===== src/hsb_pkg.sv =====
// package of constants for the hot-swap sequencer and breaker
// Overview of operation
// - gate stays off until supply in window and card seated for qualification delay
// - switch counts as on only when drain comparator reports below threshold
// - filtered trip when sense stays above 50mV longer than filter time
// - fast trip at once above fast-trip level; disabled setting never trips
// - trip turns gate off and drives breaker fault low
// - manual mode: trip cleared only by restart input low then high
// - cycling mode: trip clears itself after retry interval, gate re-enabled
// - overcurrent still present after reset trips again by same criteria
// - restart input held low keeps gate off in both modes
// - gate off is a fast short to rail; turn-on is a slow ramp
// - power good only with supply in window, switch on, no sustained overcurrent
// - first, second after one sequence delay, third after a further delay
// - low gate inputs hold second and third power good inactive
// - power good outputs open-drain, active low
// - both seat detect inputs low before gate or power good enabled
// - mode select low gives manual reset, high gives self-restart cycling
// - cycling mode, restart high: gate re-enabled after retry interval
// - sequence delay selectable: 5ms, 20ms, 80ms or 160ms
package hsb_pkg;
    localparam int CLK_HZ = 100_000_000;
    localparam int QUAL_US = 100;
    localparam int RETRY_MS = 1000;
    localparam int PGD_MS_0 = 5;
    localparam int PGD_MS_1 = 20;
    localparam int PGD_MS_2 = 80;
    localparam int PGD_MS_3 = 160;
    localparam int CBD_US_0 = 5;
    localparam int CBD_US_1 = 50;
    localparam int CBD_US_2 = 150;
    localparam int CBD_US_3 = 400;
    localparam int QUAL_CYC = QUAL_US * (CLK_HZ / 1_000_000);
    localparam int RETRY_CYC = RETRY_MS * (CLK_HZ / 1000);
    localparam int PGD_CYC_0 = PGD_MS_0 * (CLK_HZ / 1000);
    localparam int PGD_CYC_1 = PGD_MS_1 * (CLK_HZ / 1000);
    localparam int PGD_CYC_2 = PGD_MS_2 * (CLK_HZ / 1000);
    localparam int PGD_CYC_3 = PGD_MS_3 * (CLK_HZ / 1000);
    localparam int CBD_CYC_0 = CBD_US_0 * (CLK_HZ / 1_000_000);
    localparam int CBD_CYC_1 = CBD_US_1 * (CLK_HZ / 1_000_000);
    localparam int CBD_CYC_2 = CBD_US_2 * (CLK_HZ / 1_000_000);
    localparam int CBD_CYC_3 = CBD_US_3 * (CLK_HZ / 1_000_000);
    localparam logic [1:0] FAST_TRIP_OFF = 2'h0;
    typedef enum logic [2:0] {HSB_IDLE, HSB_QUAL, HSB_RAMP, HSB_ON, HSB_TRIP}
        hsb_state_t;
endpackage


===== src/hsb_sync_if.sv =====
// interface carrying synchronised comparator levels
`timescale 1ns/1ps
interface hsb_sync_if;
    logic [8:0] raw;
    logic [8:0] lvl;
    modport src (input raw, output lvl);
    modport dst (output raw, input lvl);
endinterface


===== src/hsb_sync.sv =====
// three-stage synchroniser for asynchronous comparator inputs
`timescale 1ns/1ps
module hsb_sync #(
    parameter int W = 9
) (
    input wire logic i_core_clk,
    input wire logic i_rst_n,
    hsb_sync_if.src port
);
    logic [W-1:0] s1;
    logic [W-1:0] s2;
    logic [W-1:0] s3;
    logic [W-1:0] lvl;
    genvar g;
    generate
        for (g = 0; g < W; g++) begin : g_bit
            // a change counts only once the second and third stages agree
            always_ff @(posedge i_core_clk) begin
                if (!i_rst_n) begin
                    lvl[g] <= 1'b0;
                end else if (s2[g] == s3[g]) begin
                    lvl[g] <= s3[g];
                end
            end
        end
    endgenerate
    always_ff @(posedge i_core_clk) begin
        if (!i_rst_n) begin
            s1 <= '0;
            s2 <= '0;
            s3 <= '0;
        end else begin
            s1 <= port.raw;
            s2 <= s1;
            s3 <= s2;
        end
    end
    assign port.lvl = lvl;
endmodule // hsb_sync


===== src/hsb_top.sv =====
// hot-swap sequencer with circuit breaker
`timescale 1ns/1ps
module hsb_top
    import hsb_pkg::*;
#(
    parameter int QUAL_CYCLES = QUAL_CYC,
    parameter int RETRY_CYCLES = RETRY_CYC,
    parameter int PGD_C0 = PGD_CYC_0,
    parameter int PGD_C1 = PGD_CYC_1,
    parameter int PGD_C2 = PGD_CYC_2,
    parameter int PGD_C3 = PGD_CYC_3,
    parameter int CBD_C0 = CBD_CYC_0,
    parameter int CBD_C1 = CBD_CYC_1,
    parameter int CBD_C2 = CBD_CYC_2,
    parameter int CBD_C3 = CBD_CYC_3
) (
    // clock and reset
    input wire logic i_core_clk,
    input wire logic i_rst_n,
    // comparator and pin inputs (asynchronous)
    input wire logic i_supply_low_compare,
    input wire logic i_supply_high_compare,
    input wire logic i_seat_detect_a_n,
    input wire logic i_seat_detect_b_n,
    input wire logic i_master_enable_temp,
    input wire logic i_drain_on_compare,
    input wire logic i_current_sense_in,
    input wire logic i_fast_trip_compare,
    input wire logic i_breaker_restart_n,
    // straps and gate inputs
    input wire logic i_breaker_mode_sel,
    input wire logic [1:0] i_sequence_delay,
    input wire logic [1:0] i_breaker_filter_sel,
    input wire logic [1:0] i_fast_trip_level,
    input wire logic i_second_output_gate,
    input wire logic i_third_output_gate,
    // gate drive
    output logic o_gate_ramp_on,
    output logic o_gate_short_off,
    // open-drain outputs: enable high pulls the pin low
    output logic o_breaker_fault_n,
    output logic o_breaker_fault_oe,
    output logic o_power_good_first_n,
    output logic o_power_good_first_oe,
    output logic o_power_good_second_n,
    output logic o_power_good_second_oe,
    output logic o_power_good_third_n,
    output logic o_power_good_third_oe
);
    hsb_sync_if sif ();
    // second and third gate inputs also come from pins and are synchronised
    assign sif.raw = {i_third_output_gate, i_second_output_gate, i_breaker_restart_n,
        i_fast_trip_compare, i_current_sense_in, i_drain_on_compare,
        i_master_enable_temp, ~(i_seat_detect_a_n | i_seat_detect_b_n),
        ~i_supply_low_compare & ~i_supply_high_compare};
    hsb_sync #(.W(9)) u_sync (
        .i_core_clk(i_core_clk),
        .i_rst_n(i_rst_n),
        .port(sif.src)
    );

    wire in_window = sif.lvl[0];
    wire seated = sif.lvl[1];
    wire master_en = sif.lvl[2];
    wire drain_on = sif.lvl[3];
    wire over_50mv = sif.lvl[4];
    wire fast_cmp = sif.lvl[5];
    wire restart_n = sif.lvl[6];
    wire gate2 = sif.lvl[7];
    wire gate3 = sif.lvl[8];

    hsb_state_t state;
    hsb_state_t next_state;
    logic [31:0] cnt;
    logic [31:0] cbd_cnt;
    logic [31:0] pg_cnt;
    logic [1:0] pg_stage;
    logic restart_seen_low;
    logic restart_prev;

    wire ready = in_window & seated & master_en & restart_n;
    wire [31:0] cbd_lim = (i_breaker_filter_sel == 2'h0) ? 32'(CBD_C0) :
        (i_breaker_filter_sel == 2'h1) ? 32'(CBD_C1) :
        (i_breaker_filter_sel == 2'h2) ? 32'(CBD_C2) : 32'(CBD_C3);
    wire [31:0] pgd_lim = (i_sequence_delay == 2'h0) ? 32'(PGD_C0) :
        (i_sequence_delay == 2'h1) ? 32'(PGD_C1) :
        (i_sequence_delay == 2'h2) ? 32'(PGD_C2) : 32'(PGD_C3);
    wire gate_active = (state == HSB_RAMP) | (state == HSB_ON);
    wire filt_trip = over_50mv & (cbd_cnt >= cbd_lim);
    wire fast_trip = fast_cmp & (i_fast_trip_level != FAST_TRIP_OFF);
    wire trip = gate_active & (filt_trip | fast_trip);
    wire restart_rise = restart_n & ~restart_prev;
    // manual mode: leave only on low-then-high; cycling: timer after restart high
    wire clear_manual = ~i_breaker_mode_sel & restart_seen_low & restart_rise;
    wire clear_cycle = i_breaker_mode_sel & restart_n &
        (cnt >= 32'(RETRY_CYCLES));
    wire pg_ok = (state == HSB_ON) & in_window & drain_on;
    // power good falls on the same edge as the gate, never one cycle behind it
    wire pg_keep = pg_ok & (next_state == HSB_ON);

    always_comb begin
        next_state = state;
        case (state)
            HSB_IDLE: begin
                if (ready) begin
                    next_state = HSB_QUAL;
                end
            end
            HSB_QUAL: begin
                if (!ready) begin
                    next_state = HSB_IDLE;
                end else if (cnt >= 32'(QUAL_CYCLES)) begin
                    next_state = HSB_RAMP;
                end
            end
            HSB_RAMP, HSB_ON: begin
                if (trip) begin
                    next_state = HSB_TRIP;
                end else if (!ready) begin
                    next_state = HSB_IDLE;
                end else if (drain_on) begin
                    next_state = HSB_ON;
                end
            end
            HSB_TRIP: begin
                if (clear_manual || clear_cycle) begin
                    next_state = HSB_IDLE;
                end
            end
            default: next_state = HSB_IDLE;
        endcase
    end

    always_ff @(posedge i_core_clk) begin
        if (!i_rst_n) begin
            state <= HSB_IDLE;
            cnt <= '0;
        end else begin
            state <= next_state;
            // cycling retry counts only while restart is high, so a held-low
            // restart delays the retry interval until after its release
            if (next_state != state || (state == HSB_TRIP && !restart_n)) begin
                cnt <= '0;
            end else if (cnt != '1) begin
                cnt <= cnt + 32'h0000_0001;
            end
        end
    end

    always_ff @(posedge i_core_clk) begin
        if (!i_rst_n) begin
            cbd_cnt <= '0;
        end else if (over_50mv && gate_active) begin
            cbd_cnt <= (cbd_cnt != '1) ? cbd_cnt + 32'h0000_0001 : cbd_cnt;
        end else begin
            cbd_cnt <= '0;
        end
    end

    always_ff @(posedge i_core_clk) begin
        if (!i_rst_n) begin
            restart_prev <= 1'b1;
            restart_seen_low <= 1'b0;
        end else begin
            restart_prev <= restart_n;
            if (state != HSB_TRIP) begin
                restart_seen_low <= 1'b0;
            end else if (!restart_n) begin
                restart_seen_low <= 1'b1;
            end
        end
    end

    always_ff @(posedge i_core_clk) begin
        if (!i_rst_n) begin
            pg_stage <= 2'h0;
            pg_cnt <= '0;
        end else if (!pg_ok) begin
            pg_stage <= 2'h0;
            pg_cnt <= '0;
        end else if (pg_stage == 2'h0) begin
            pg_stage <= 2'h1;
            pg_cnt <= '0;
        end else if (pg_stage != 2'h3 && pg_cnt + 32'h0000_0001 >= pgd_lim) begin
            pg_stage <= pg_stage + 2'h1;
            pg_cnt <= '0;
        end else if (pg_stage != 2'h3) begin
            pg_cnt <= pg_cnt + 32'h0000_0001;
        end
    end

    always_ff @(posedge i_core_clk) begin
        if (!i_rst_n) begin
            o_gate_ramp_on <= 1'b0;
            o_gate_short_off <= 1'b1;
            // open-drain data sits low from reset on; only the enables ever move
            o_breaker_fault_n <= 1'b0;
            o_breaker_fault_oe <= 1'b0;
            o_power_good_first_n <= 1'b0;
            o_power_good_first_oe <= 1'b0;
            o_power_good_second_n <= 1'b0;
            o_power_good_second_oe <= 1'b0;
            o_power_good_third_n <= 1'b0;
            o_power_good_third_oe <= 1'b0;
        end else begin
            // ramp is current-limited externally; off is a hard short
            o_gate_ramp_on <= (next_state == HSB_RAMP) | (next_state == HSB_ON);
            o_gate_short_off <= ~((next_state == HSB_RAMP) | (next_state == HSB_ON));
            o_breaker_fault_n <= 1'b0;
            o_breaker_fault_oe <= (next_state == HSB_TRIP);
            o_power_good_first_n <= 1'b0;
            o_power_good_first_oe <= pg_keep & (pg_stage >= 2'h1);
            o_power_good_second_n <= 1'b0;
            o_power_good_second_oe <= pg_keep & (pg_stage >= 2'h2) & gate2;
            o_power_good_third_n <= 1'b0;
            o_power_good_third_oe <= pg_keep & (pg_stage >= 2'h3) & gate3;
        end
    end
endmodule // hsb_top


===== config.mk =====
export PLATFORM = sky130hd
export DESIGN_NAME = hsb_top
export DESIGN_NICKNAME = d
export VERILOG_FILES = /design/src/hsb_pkg.sv /design/src/hsb_sync_if.sv /design/src/hsb_sync.sv /design/src/hsb_top.sv
export SDC_FILE = /design/constraint.sdc
export NUM_CORES = 1
export LEC_CHECK = 0
export BUFFER_PORTS_ARGS = -buffer_cell sky130_fd_sc_hd__buf_2
export CAP_MARGIN = 20
export CELL_PAD_IN_SITES_DETAIL_PLACEMENT = 1
export CELL_PAD_IN_SITES_GLOBAL_PLACEMENT = 2
export CORE_MARGIN = 5
export CORE_UTILIZATION = 40
export DETAILED_ROUTE_END_ITERATION = 10
export GPL_ROUTABILITY_DRIVEN = 0
export PLACE_DENSITY_LB_ADDON = 0.1
export RECOVER_POWER = 25
export REMOVE_ABC_BUFFERS = 1
export SLEW_MARGIN = 5
export SYNTH_ARGS = -nofsm -noshare
export SYNTH_HDL_FRONTEND = slang
export SYNTH_SLANG_ARGS = --single-unit

===== constraint.sdc =====
create_clock -name i_core_clk -period 9.7 [get_ports i_core_clk]
set_input_delay 0.97 -clock i_core_clk [delete_from_list [all_inputs] [get_ports i_core_clk]]
set_output_delay 0.97 -clock i_core_clk [all_outputs]
set_load 0.005 [all_outputs]

==> flow_summary.json, run 1 <==
{
  "worstReg2RegStart": "pg_cnt[0]",
  "clk_pin_slew_worst_paths_ns": 0.07,
  "p_int_uw": 966,
  "status": "finished, final reports clean",
  "synth_cell_types": 60,
  "cts_tree": "built",
  "syn_avg_cell_area_um2": 8.72,
  "synth-edff-count": 0,
  "drv_slew": 0,
  "cts_made_buffers": 17,
  "gr-usage-all-layers_pct": 16.3,
  "worstReg2RegEnd": "pg_cnt[27]",
  "setup_viol": 0,
  "ys_ff_latch": 145,
  "slowest_stage": "or4_1",
  "ys_warn_count": 0,
  "crit_buf_inv": 1,
  "ant_nets": 0,
  "finalCritPeriodShare_pct": 45.5,
  "dr.pass1.iters": 6,
  "ir_drop_uv": 105,
  "worst_ep_arrival_time_ns": 4.77,
  "cts_resized": 0,
  "crit_fanout": 26,
  "crit_path_max_incr_delay_ns": 0.76,
  "skew_ns": 0.0130,
  "hp-start": "u_sync.s1[8]",
  "swShare_pct": 25.5,
  "ios": 30,
  "drc": 0,
  "place_area_mm2": 0.00776,
  "synth_ff_type": "dfxtp_1",
  "dieArea_mm2": 0.0215,
  "clock.fmax_mhz": 227,
  "fin_util_pct": 45.2,
  "hp-class": "flip-flop to flip-flop",
  "reg2reg_depth": 16,
  "finalInstanceArea_mm2": 0.00840,
  "min_path_cells": 1,
  "power_frac_seq_pct": 46.5,
  "die_h_um": 147,
  "power.switching_uw": 331,
  "postCtsSetupRepairBufs": 0,
  "grt_pass1_wl_um": 29200,
  "grt_antenna_before_repair": 0,
  "die_x_um": 147,
  "clock_path_buffers": 2,
  "start_util_pct": 40.2,
  "rows": 50,
  "pwr-share-comb_pct": 2.7,
  "hold_path_end": "u_sync.s2[8]",
  "grt_max_degree": 47,
  "htree_levels": 4,
  "relSlewSlack_pct": 1.96,
  "path_class": "flip-flop to flip-flop",
  "start_kind": "flip-flop",
  "pwr-share-clk_pct": 50.8,
  "grt_overflow": 0,
  "vias_per_cell": 5.21,
  "grt_pass1_vias": 6096,
  "core-area_mm2": 0.0186,
  "vias": 5839,
  "drv_cap": 0,
  "ff2ff_setup_slack_ns": 5.29,
  "fin_nets": 942,
  "powerDensity_mw_per_mm2": 154,
  "insertion_delay_ns": 0.43,
  "p_leak_uw": 0.00314,
  "ys_seq_area_share_pct": 38.8,
  "cts-root-buf": "clkbuf_16",
  "crit_chain": "ha_1, nand3_1, or4_1, nor2_1, nand3_1, xnor2_1, ha_1, nand4_1, nor3_1, a21oi_1, o211ai_1, a311oi_1, a41o_1, nand2_1, buf_16, nor2_1",
  "rsz0062_at_grt": "false",
  "antenna_cells": 0,
  "synth.cell_area_mm2": 0.00747,
  "wl_per_cell_um": 15.1,
  "detail_route.iter0.violations": 181,
  "crit_required_ns": 10.05,
  "syn-instance-count": 857,
  "async_reset_ff_share_pct": 0,
  "cp_num_cells": 16,
  "io_buffer_count": 25,
  "tns_ns": 0,
  "tightest_slew_ns": 1.47,
  "finalCriticalPeriod_ns": 4.41,
  "drive_gt1_share_pct": 11.8,
  "syn_to_final_growth_pct": 12.4,
  "hold_violations": 0,
  "hpwl_um": 12400,
  "hold_buffers": 0,
  "crit_family": "simple AND/OR/NAND/NOR gates",
  "clock-sinks": 145,
  "drt-total-wl_um": 17000,
  "end_kind": "flip-flop"
}
==> cells in the mapped netlist, drive strengths merged, types with 2 or more instances <==
| cell | number | area share, % |
|---|---|---|
| a311oi | 2 | 0.23 |
| nor4 | 13 | 1.2 |
| or2 | 3 | 0.25 |
| clkbuf | 23 | 1.2 |
| o211ai | 4 | 0.47 |
| a21boi | 10 | 1.0 |
| nand2b | 2 | 0.17 |
| nor2b | 10 | 0.84 |
| xnor2 | 44 | 5.2 |
| nand3 | 44 | 2.9 |
| or3 | 4 | 0.33 |
| a211oi | 3 | 0.37 |
| nand4b | 3 | 0.35 |
| nor2 | 133 | 7.7 |
| o41ai | 2 | 0.23 |
| a21oi | 17 | 1.1 |
| nand3b | 3 | 0.30 |
| o311a | 2 | 0.27 |
| a21o | 4 | 0.40 |
| xor2 | 68 | 8.0 |
| ha | 48 | 8.0 |
| buf | 11 | 1.1 |
| a31oi | 2 | 0.17 |
| and4 | 14 | 1.6 |
| nor3 | 18 | 1.3 |
| nor3b | 5 | 0.50 |
| or4 | 5 | 0.55 |
| dfxtp | 145 | 39 |
| and3 | 18 | 1.5 |
| nand4 | 34 | 2.8 |
| nand2 | 64 | 3.2 |
| o21ai | 21 | 1.5 |
| inv | 27 | 1.4 |
| a211o | 4 | 0.47 |
| and2 | 33 | 2.8 |
==> final cells by class <==
type	instances	area [um^2]
clock buffer	17	425
sequential	145	2900
tap	234	293
inverter	27	101
clock inverter	15	186
multi-input combinational	654	4320
timing repair buffer	29	174
fill	2182	10200
==> worst reg2reg max path, stage by stage, from the launching register on <==
cell and delay [ns]:
dfxtp_1 0.47, ha_1 0.31, nand3_1 0.14, or4_1 0.76
nor2_1 0.30, nand3_1 0.12, xnor2_1 0.16, ha_1 0.31
nand4_1 0.12, nor3_1 0.08, a21oi_1 0.15, o211ai_1 0.11
a311oi_1 0.39, a41o_1 0.31, nand2_1 0.24, buf_16 0.25
nor2_1 0.12
==> through the flow <==
step	worst slack [ns]	cells	total power [uW]	hold slack [ns]
after floorplan	5.41	826	638	0.412
after global placement	5.08	1088	650	0.415
after detailed placement	4.85	1088	653	0.425
after CTS	4.80	1120	1320	0.443
after global routing	4.87	1121	1350	0.454
final	5.29	1121	1300	0.438
==> flip-flops by register name, indices dropped and copies added (netlist names) <==
signal                  cells
o_breaker_fault_oe          1
u_sync.port.lvl             9
o_gate_ramp_on              1
pg_stage                    2
restart_prev                1
o_gate_short_off            1
cbd_cnt                    32
o_power_good_second_oe      1
u_sync.s1                   9
o_power_good_third_oe       1
u_sync.s3                   9
restart_seen_low            1
o_power_good_first_oe       1
u_sync.s2                   9
state                       3
pg_cnt                     32
cnt                        32
==> routing by layer <==
| layer | vias to the layer above | global-route usage [%] | share of wire, % |
|---|---|---|---|
| met5 | - | 0 | 0 |
| met4 | 0 | 5.13 | 1.3 |
| met3 | 20 | 3.52 | 2.4 |
| met2 | 52 | 26.7 | 47 |
| met1 | 2791 | 21.4 | 50 |
| li1 | 2976 | - | - |
==> worst max path at each step <==
| stage | startpoint | endpoint | slack [ns] |
|---|---|---|---|
| 4_1_cts | pg_cnt[0] | pg_cnt[30] | 4.80 |
| 5_1_grt | pg_cnt[0] | pg_cnt[3] | 4.87 |
| 3_5_place_dp | pg_cnt[0] | pg_cnt[30] | 4.85 |
| 6_report | pg_cnt[0] | pg_cnt[27] | 5.29 |
| 3_3_place_gp | pg_cnt[0] | pg_cnt[10] | 5.08 |
| 2_1_floorplan | i_breaker_filter_sel[0] | cnt[2] | 5.41 |
==> cell usage in the layout, fill, tap and decap left out, types with 19 or more instances in the layout <==
master   Yosys  routed
dfxtp_1    145     145
nor2_1     103     103
xor2_1      68      68
nand2_1     64      64
ha_1        48      48
xnor2_1     44      44
nand3_1     44      44
nand4_1     34      34
nor2_2      30      30
inv_1       27      27
and2_1      33      24
buf_2        4      24
o21ai_0     19      19
==> cells by family after synthesis <==
family                   count (synthesis)  share of synthesized area, %
flip-flops                             145                          38.8
XOR/XNOR                               112                          13.1
multiplexers                             2                         0.285
AO/OA/AOI/OAI                           81                          7.57
adder cells (fa/ha/maj)                 48                          8.03
AND/OR/NAND/NOR                        407                          28.5
buffers and inverters                   61                          3.63
other                                    1                        0.0502
==> power by group through the flow <==
stage / Sequential, uW / Combinational [uW] / Clock (uW)
global placement: 617 / 33.5 / 0
detailed placement: 617 / 35.9 / 0
finish: 603 / 35.2 / 658
floorplan: 616 / 21.7 / 0
CTS: 603 / 36.2 / 679
global route: 604 / 40.9 / 706
(Power assumes the default switching activity.)
==> run 2: changes to the inputs <==
CORE_UTILIZATION = 35   (was 40)
clock period = 3.5 ns   (was 9.7 ns; I/O delays follow)
==> flow_summary.json, run 2 (synthesis gave the netlist of run 1 again) <==
{
  "status": "finished, final reports clean",
  "slowest_stage": "or4_4",
  "final_common_cell": "dfxtp_1",
  "clock_path_buffers": 2,
  "rows": 53,
  "core-area_mm2": 0.0210,
  "hp-start": "i_supply_low_compare",
  "worstReg2RegStart": "pg_cnt[2]",
  "cts_made_buffers": 17,
  "placed_cells": 1166,
  "crit_required_ns": 3.85,
  "drt-total-wl_um": 18800,
  "vias_per_cell": 5.06,
  "path_class": "flip-flop to flip-flop",
  "dieArea_mm2": 0.0244,
  "relSlewSlack_pct": 23.4,
  "pwr-share-clk_pct": 53.5,
  "drv_cap": 0,
  "end_kind": "flip-flop",
  "ios": 30,
  "powerDensity_mw_per_mm2": 420,
  "power.switching_uw": 883,
  "final_cells": 1204,
  "fin_nets": 984,
  "die_h_um": 156,
  "start_kind": "flip-flop",
  "drv_slew": 0,
  "grt_pass1_wl_um": 30600,
  "clock.fmax_mhz": 295,
  "clk_pin_slew_worst_paths_ns": 0.07,
  "tns_ns": 0,
  "mostFrequentLayoutCells": "142 x dfxtp_1, 81 x nor2_1, 67 x xor2_1, 62 x nand2_1, 47 x ha_1",
  "antenna_cells": 0,
  "dr.pass1.iters": 4,
  "htree_levels": 4,
  "finalCritPeriodShare_pct": 97.0,
  "ir_drop_uv": 260,
  "hpwl_um": 13400,
  "hold_violations": 0,
  "worstReg2RegEnd": "pg_cnt[6]",
  "pwr-share-comb_pct": 2.7,
  "crit_fanout": 6,
  "syn_to_final_growth_pct": 21.6,
  "cts_tree": "built",
  "rsz0062_at_grt": "true",
  "finalCriticalPeriod_ns": 3.40,
  "clock-sinks": 145,
  "grt_max_degree": 39,
  "p_leak_uw": 0.00342,
  "reg_top3": "cbd_cnt: 32 flops, cnt: 32 flops, pg_cnt: 32 flops",
  "crit_family": "simple AND/OR/NAND/NOR gates",
  "finalInstanceArea_mm2": 0.00909,
  "crit_chain": "nand3_1, or4_4, nor2_4, nand3_2, xnor2_2, ha_1, nand4_1, nor3_2, a21oi_1, o211ai_1, a311oi_1, buf_4, a41o_1, nand2_4, buf_12, nor2_2",
  "min_path_cells": 2,
  "drc": 0,
  "die_x_um": 156,
  "hp-class": "input port to flip-flop",
  "grt_pass1_vias": 6484,
  "cts-root-buf": "clkbuf_16",
  "skew_ns": 0.00946,
  "insertion_delay_ns": 0.42,
  "reg2reg_depth": 16,
  "p_int_uw": 2940,
  "detail_route.iter0.violations": 238,
  "place_area_mm2": 0.00812,
  "fin_hold_ws_ns": 0.0772,
  "vias": 6090,
  "worst_ep_arrival_time_ns": 3.75,
  "wl_per_cell_um": 15.6,
  "hold_path_end": "u_sync.s1[0]",
  "start_util_pct": 35.6,
  "power_frac_seq_pct": 43.8,
  "gr-usage-all-layers_pct": 15.2,
  "io_buffer_count": 25,
  "tightest_slew_ns": 1.15,
  "drive_gt1_share_pct": 19.9,
  "grt_antenna_before_repair": 0,
  "ff2ff_setup_slack_ns": 0.10,
  "swShare_pct": 23.1,
  "crit_path_max_incr_delay_ns": 0.59,
  "setup_viol": 0,
  "crit_buf_inv": 2,
  "grt_overflow": 0,
  "ant_nets": 0
}
## run 2: worst max-delay path by stage
| stage | startpoint | endpoint | cells past startpoint |
|---|---|---|---|
| 2_1_floorplan | pg_cnt[0] | pg_cnt[0] | 15 |
| 3_3_place_gp | pg_cnt[0] | pg_cnt[16] | 17 |
| 3_5_place_dp | pg_cnt[1] | pg_cnt[30] | 17 |
| 4_1_cts | pg_cnt[1] | pg_cnt[30] | 17 |
| 5_1_grt | pg_cnt[1] | pg_cnt[6] | 17 |
| 6_report | pg_cnt[2] | pg_cnt[6] | 16 |
## run 2: what timing repair did
action | 4_1_cts | 5_1_grt
pin swaps | 0 | 32
hold buffers | 0 | 0
setup buffers | 0 | 3
endpoints found under the hold margin | 0 | 0
resized for setup | 3 | 57
gates cloned | 0 | 3
setup endpoints to repair | 33 | 34
## run 2: power groups by stage
stage / Sequential, uW / Clock [uW] / Combinational [uW]
floorplan: 1710 / 0 / 60.0
global placement: 1710 / 0 / 97.9
detailed placement: 1710 / 0 / 105
CTS: 1670 / 2110 / 106
global route: 1670 / 2170 / 118
finish: 1670 / 2050 / 104
## run 2: layout make-up
type | count | area (um^2)
Clock buffer | 17 | 425
Sequential cell | 145 | 2910
Fill cell | 2446 | 11900
Timing Repair Buffer | 71 | 546
Tap cell | 275 | 344
Multi-Input combinational cell | 654 | 4530
Clock inverter | 15 | 238
Inverter | 27 | 101
## run 2: metal layers
metal	GRT usage [%]	share of wire, %	vias to the layer above	wire, um
met5	0	0	-	0
met4	4.13	1.0	0	195
met3	3.00	1.8	13	336
met2	26.9	51	63	9610
met1	18.9	46	2965	8690
li1	-	-	3049	-
## run 2: per-stage QoR
stage          utilization (%)  worst slack [ns]  total power, uW
2_1_floorplan                -            -0.343             1770
3_3_place_gp              38.6            0.0959             1810
3_5_place_dp              38.6           -0.0822             1820
4_1_cts                   41.8           0.00143             3890
5_1_grt                   43.2           -0.0786             3960
6_report                  43.2             0.105             3820
==> run 3: changes to the inputs <==
CORE_UTILIZATION = 42   (was 35)
SLEW_MARGIN = 25   (was 5)
clock period = 4 ns   (was 3.5 ns; I/O delays follow)
==> flow_summary.json, run 3 (synthesis gave the netlist of run 1 again) <==
{
  "dr.pass1.iters": 5,
  "clock-sinks": 145,
  "hp-start": "i_seat_detect_a_n",
  "reg_top3": "cbd_cnt: 32 flops, cnt: 32 flops, pg_cnt: 32 flops",
  "ios": 30,
  "tns_ns": 0,
  "crit_fanout": 23,
  "mostFrequentLayoutCells": "145 x dfxtp_1, 102 x nor2_1, 68 x xor2_1, 64 x nand2_1, 47 x ha_1",
  "cts_made_buffers": 17,
  "drv_cap": 0,
  "core-area_mm2": 0.0174,
  "worstReg2RegEnd": "pg_cnt[29]",
  "clock.fmax_mhz": 270,
  "drt-total-wl_um": 16900,
  "powerDensity_mw_per_mm2": 373,
  "finalCriticalPeriod_ns": 3.70,
  "worstReg2RegStart": "pg_cnt[1]",
  "ir_drop_uv": 306,
  "tightest_slew_ns": 1.42,
  "grt_overflow": 0,
  "status": "finished, final reports clean",
  "ant_nets": 0,
  "io_buffer_count": 25,
  "grt_pass1_wl_um": 29300,
  "hpwl_um": 12400,
  "power_frac_seq_pct": 46.5,
  "clock_path_buffers": 2,
  "die_h_um": 143,
  "dieArea_mm2": 0.0206,
  "grt_antenna_before_repair": 0,
  "pwr-share-clk_pct": 50.8,
  "htree_levels": 4,
  "rsz0062_at_grt": "false",
  "postCtsSetupRepairBufs": 0,
  "syn_to_final_growth_pct": 13.0,
  "power_uw": 3150,
  "antenna_cells": 0,
  "rows": 48,
  "hp-class": "input port to flip-flop",
  "die_x_um": 143,
  "finalInstanceArea_mm2": 0.00844,
  "hold_violations": 0,
  "clk_pin_slew_worst_paths_ns": 0.07,
  "gr-usage-all-layers_pct": 17.4,
  "worst_ep_arrival_time_ns": 4.02,
  "drc": 0,
  "drive_gt1_share_pct": 12.8,
  "detail_route.iter0.violations": 211,
  "drv_slew": 0,
  "start_kind": "flip-flop",
  "pwr-share-comb_pct": 2.7,
  "crit_required_ns": 4.32,
  "end_kind": "flip-flop",
  "cts_tree": "built",
  "relSlewSlack_pct": 5.05,
  "vias_per_cell": 5.30,
  "cts-root-buf": "clkbuf_16",
  "grt_pass1_vias": 6230,
  "ff2ff_setup_slack_ns": 0.30,
  "path_class": "flip-flop to flip-flop",
  "wl_per_cell_um": 15.2,
  "grt_max_degree": 47,
  "hold_buffers": 0,
  "place_area_mm2": 0.00782,
  "insertion_delay_ns": 0.43,
  "finalCritPeriodShare_pct": 92.5,
  "swShare_pct": 25.6,
  "min_path_cells": 2,
  "fin_util_pct": 48.7,
  "p_leak_uw": 0.00316,
  "skew_ns": 0.0121,
  "power.switching_uw": 806,
  "start_util_pct": 43.1,
  "fin_nets": 948,
  "p_int_uw": 2340,
  "final_common_cell": "dfxtp_1",
  "vias": 5923,
  "setup_viol": 0,
  "reg2reg_depth": 16,
  "hold_path_end": "u_sync.s1[1]"
}
-- run 3: cell types whose count changed in the layout (fill, tap and decap cells not counted), sizes merged --
cell      delta
clkinv       +5
clkinvlp     -1
bufinv       -4
clkbuf       -2
buf         -34
-- run 3: worst max-delay path by stage --
| stage | from | to | slack [ns] | depth (start not counted) |
|---|---|---|---|---|
| 6_report | pg_cnt[1] | pg_cnt[29] | 0.30 | 16 |
| 5_1_grt | pg_cnt[1] | pg_cnt[18] | 0.02 | 16 |
| 4_1_cts | pg_cnt[1] | pg_cnt[18] | 0.07 | 15 |
| 3_5_place_dp | pg_cnt[1] | pg_cnt[9] | 0.13 | 15 |
| 3_3_place_gp | pg_cnt[0] | pg_cnt[10] | 0.27 | 16 |
| 2_1_floorplan | pg_cnt[0] | pg_cnt[0] | 0.16 | 15 |
-- run 3: power groups by stage --
stage	clock (uW)	combinational, uW	sequential (uW)
floorplan	0	52.5	1490
global placement	0	82.7	1500
detailed placement	0	88.6	1500
CTS	1640	88.9	1460
global route	1710	101	1460
finish	1600	86.1	1460
-- run 3: layout make-up --
| cell class | instances | area (um^2) |
|---|---|---|
| fill | 2047 | 8910 |
| multi-input combinational | 654 | 4330 |
| sequential | 145 | 2900 |
| clock buffer | 17 | 425 |
| tap | 225 | 282 |
| timing repair buffer | 35 | 215 |
| clock inverter | 15 | 186 |
| inverter | 27 | 101 |
-- run 3: per-stage QoR --
| stage | instances | hold slack [ns] | setup WS (ns) |
|---|---|---|---|
| 6_report | 1118 | 0.111 | 0.300 |
| 5_1_grt | 1118 | 0.101 | 0.0184 |
| 4_1_cts | 1118 | 0.0933 | 0.0749 |
| 3_5_place_dp | 1086 | 0.426 | 0.128 |
| 3_3_place_gp | 1086 | 0.415 | 0.271 |
| 2_1_floorplan | 826 | 0.412 | 0.157 |
-- run 3: metal layers --
layer	GRT usage [%]	routed length [um]
met3	3.73	366
met1	21.7	7930
met2	30.3	8420
met4	4.86	219
met5	0	0
-- run 3: timing repair --
| action | 4_1_cts | 5_1_grt |
|---|---|---|
| endpoints found under the hold margin | 0 | 0 |
| gates resized for setup | 0 | 4 |
| endpoints found under the setup margin | 0 | 32 |
-- run 3: critical path: stages, from the launching register on --
cell and delay, ns:
dfxtp_1 0.34, ha_2 0.23, nand3_1 0.13, or4_1 0.60, nor2_2 0.22, nand3_1 0.12, xnor2_1 0.15, ha_1 0.30
nand4_1 0.13, nor3_1 0.27, nand2_1 0.12, nor2_1 0.14, a311oi_2 0.14, a41o_1 0.26, nand2_1 0.12, buf_6 0.22
nor2_1 0.08
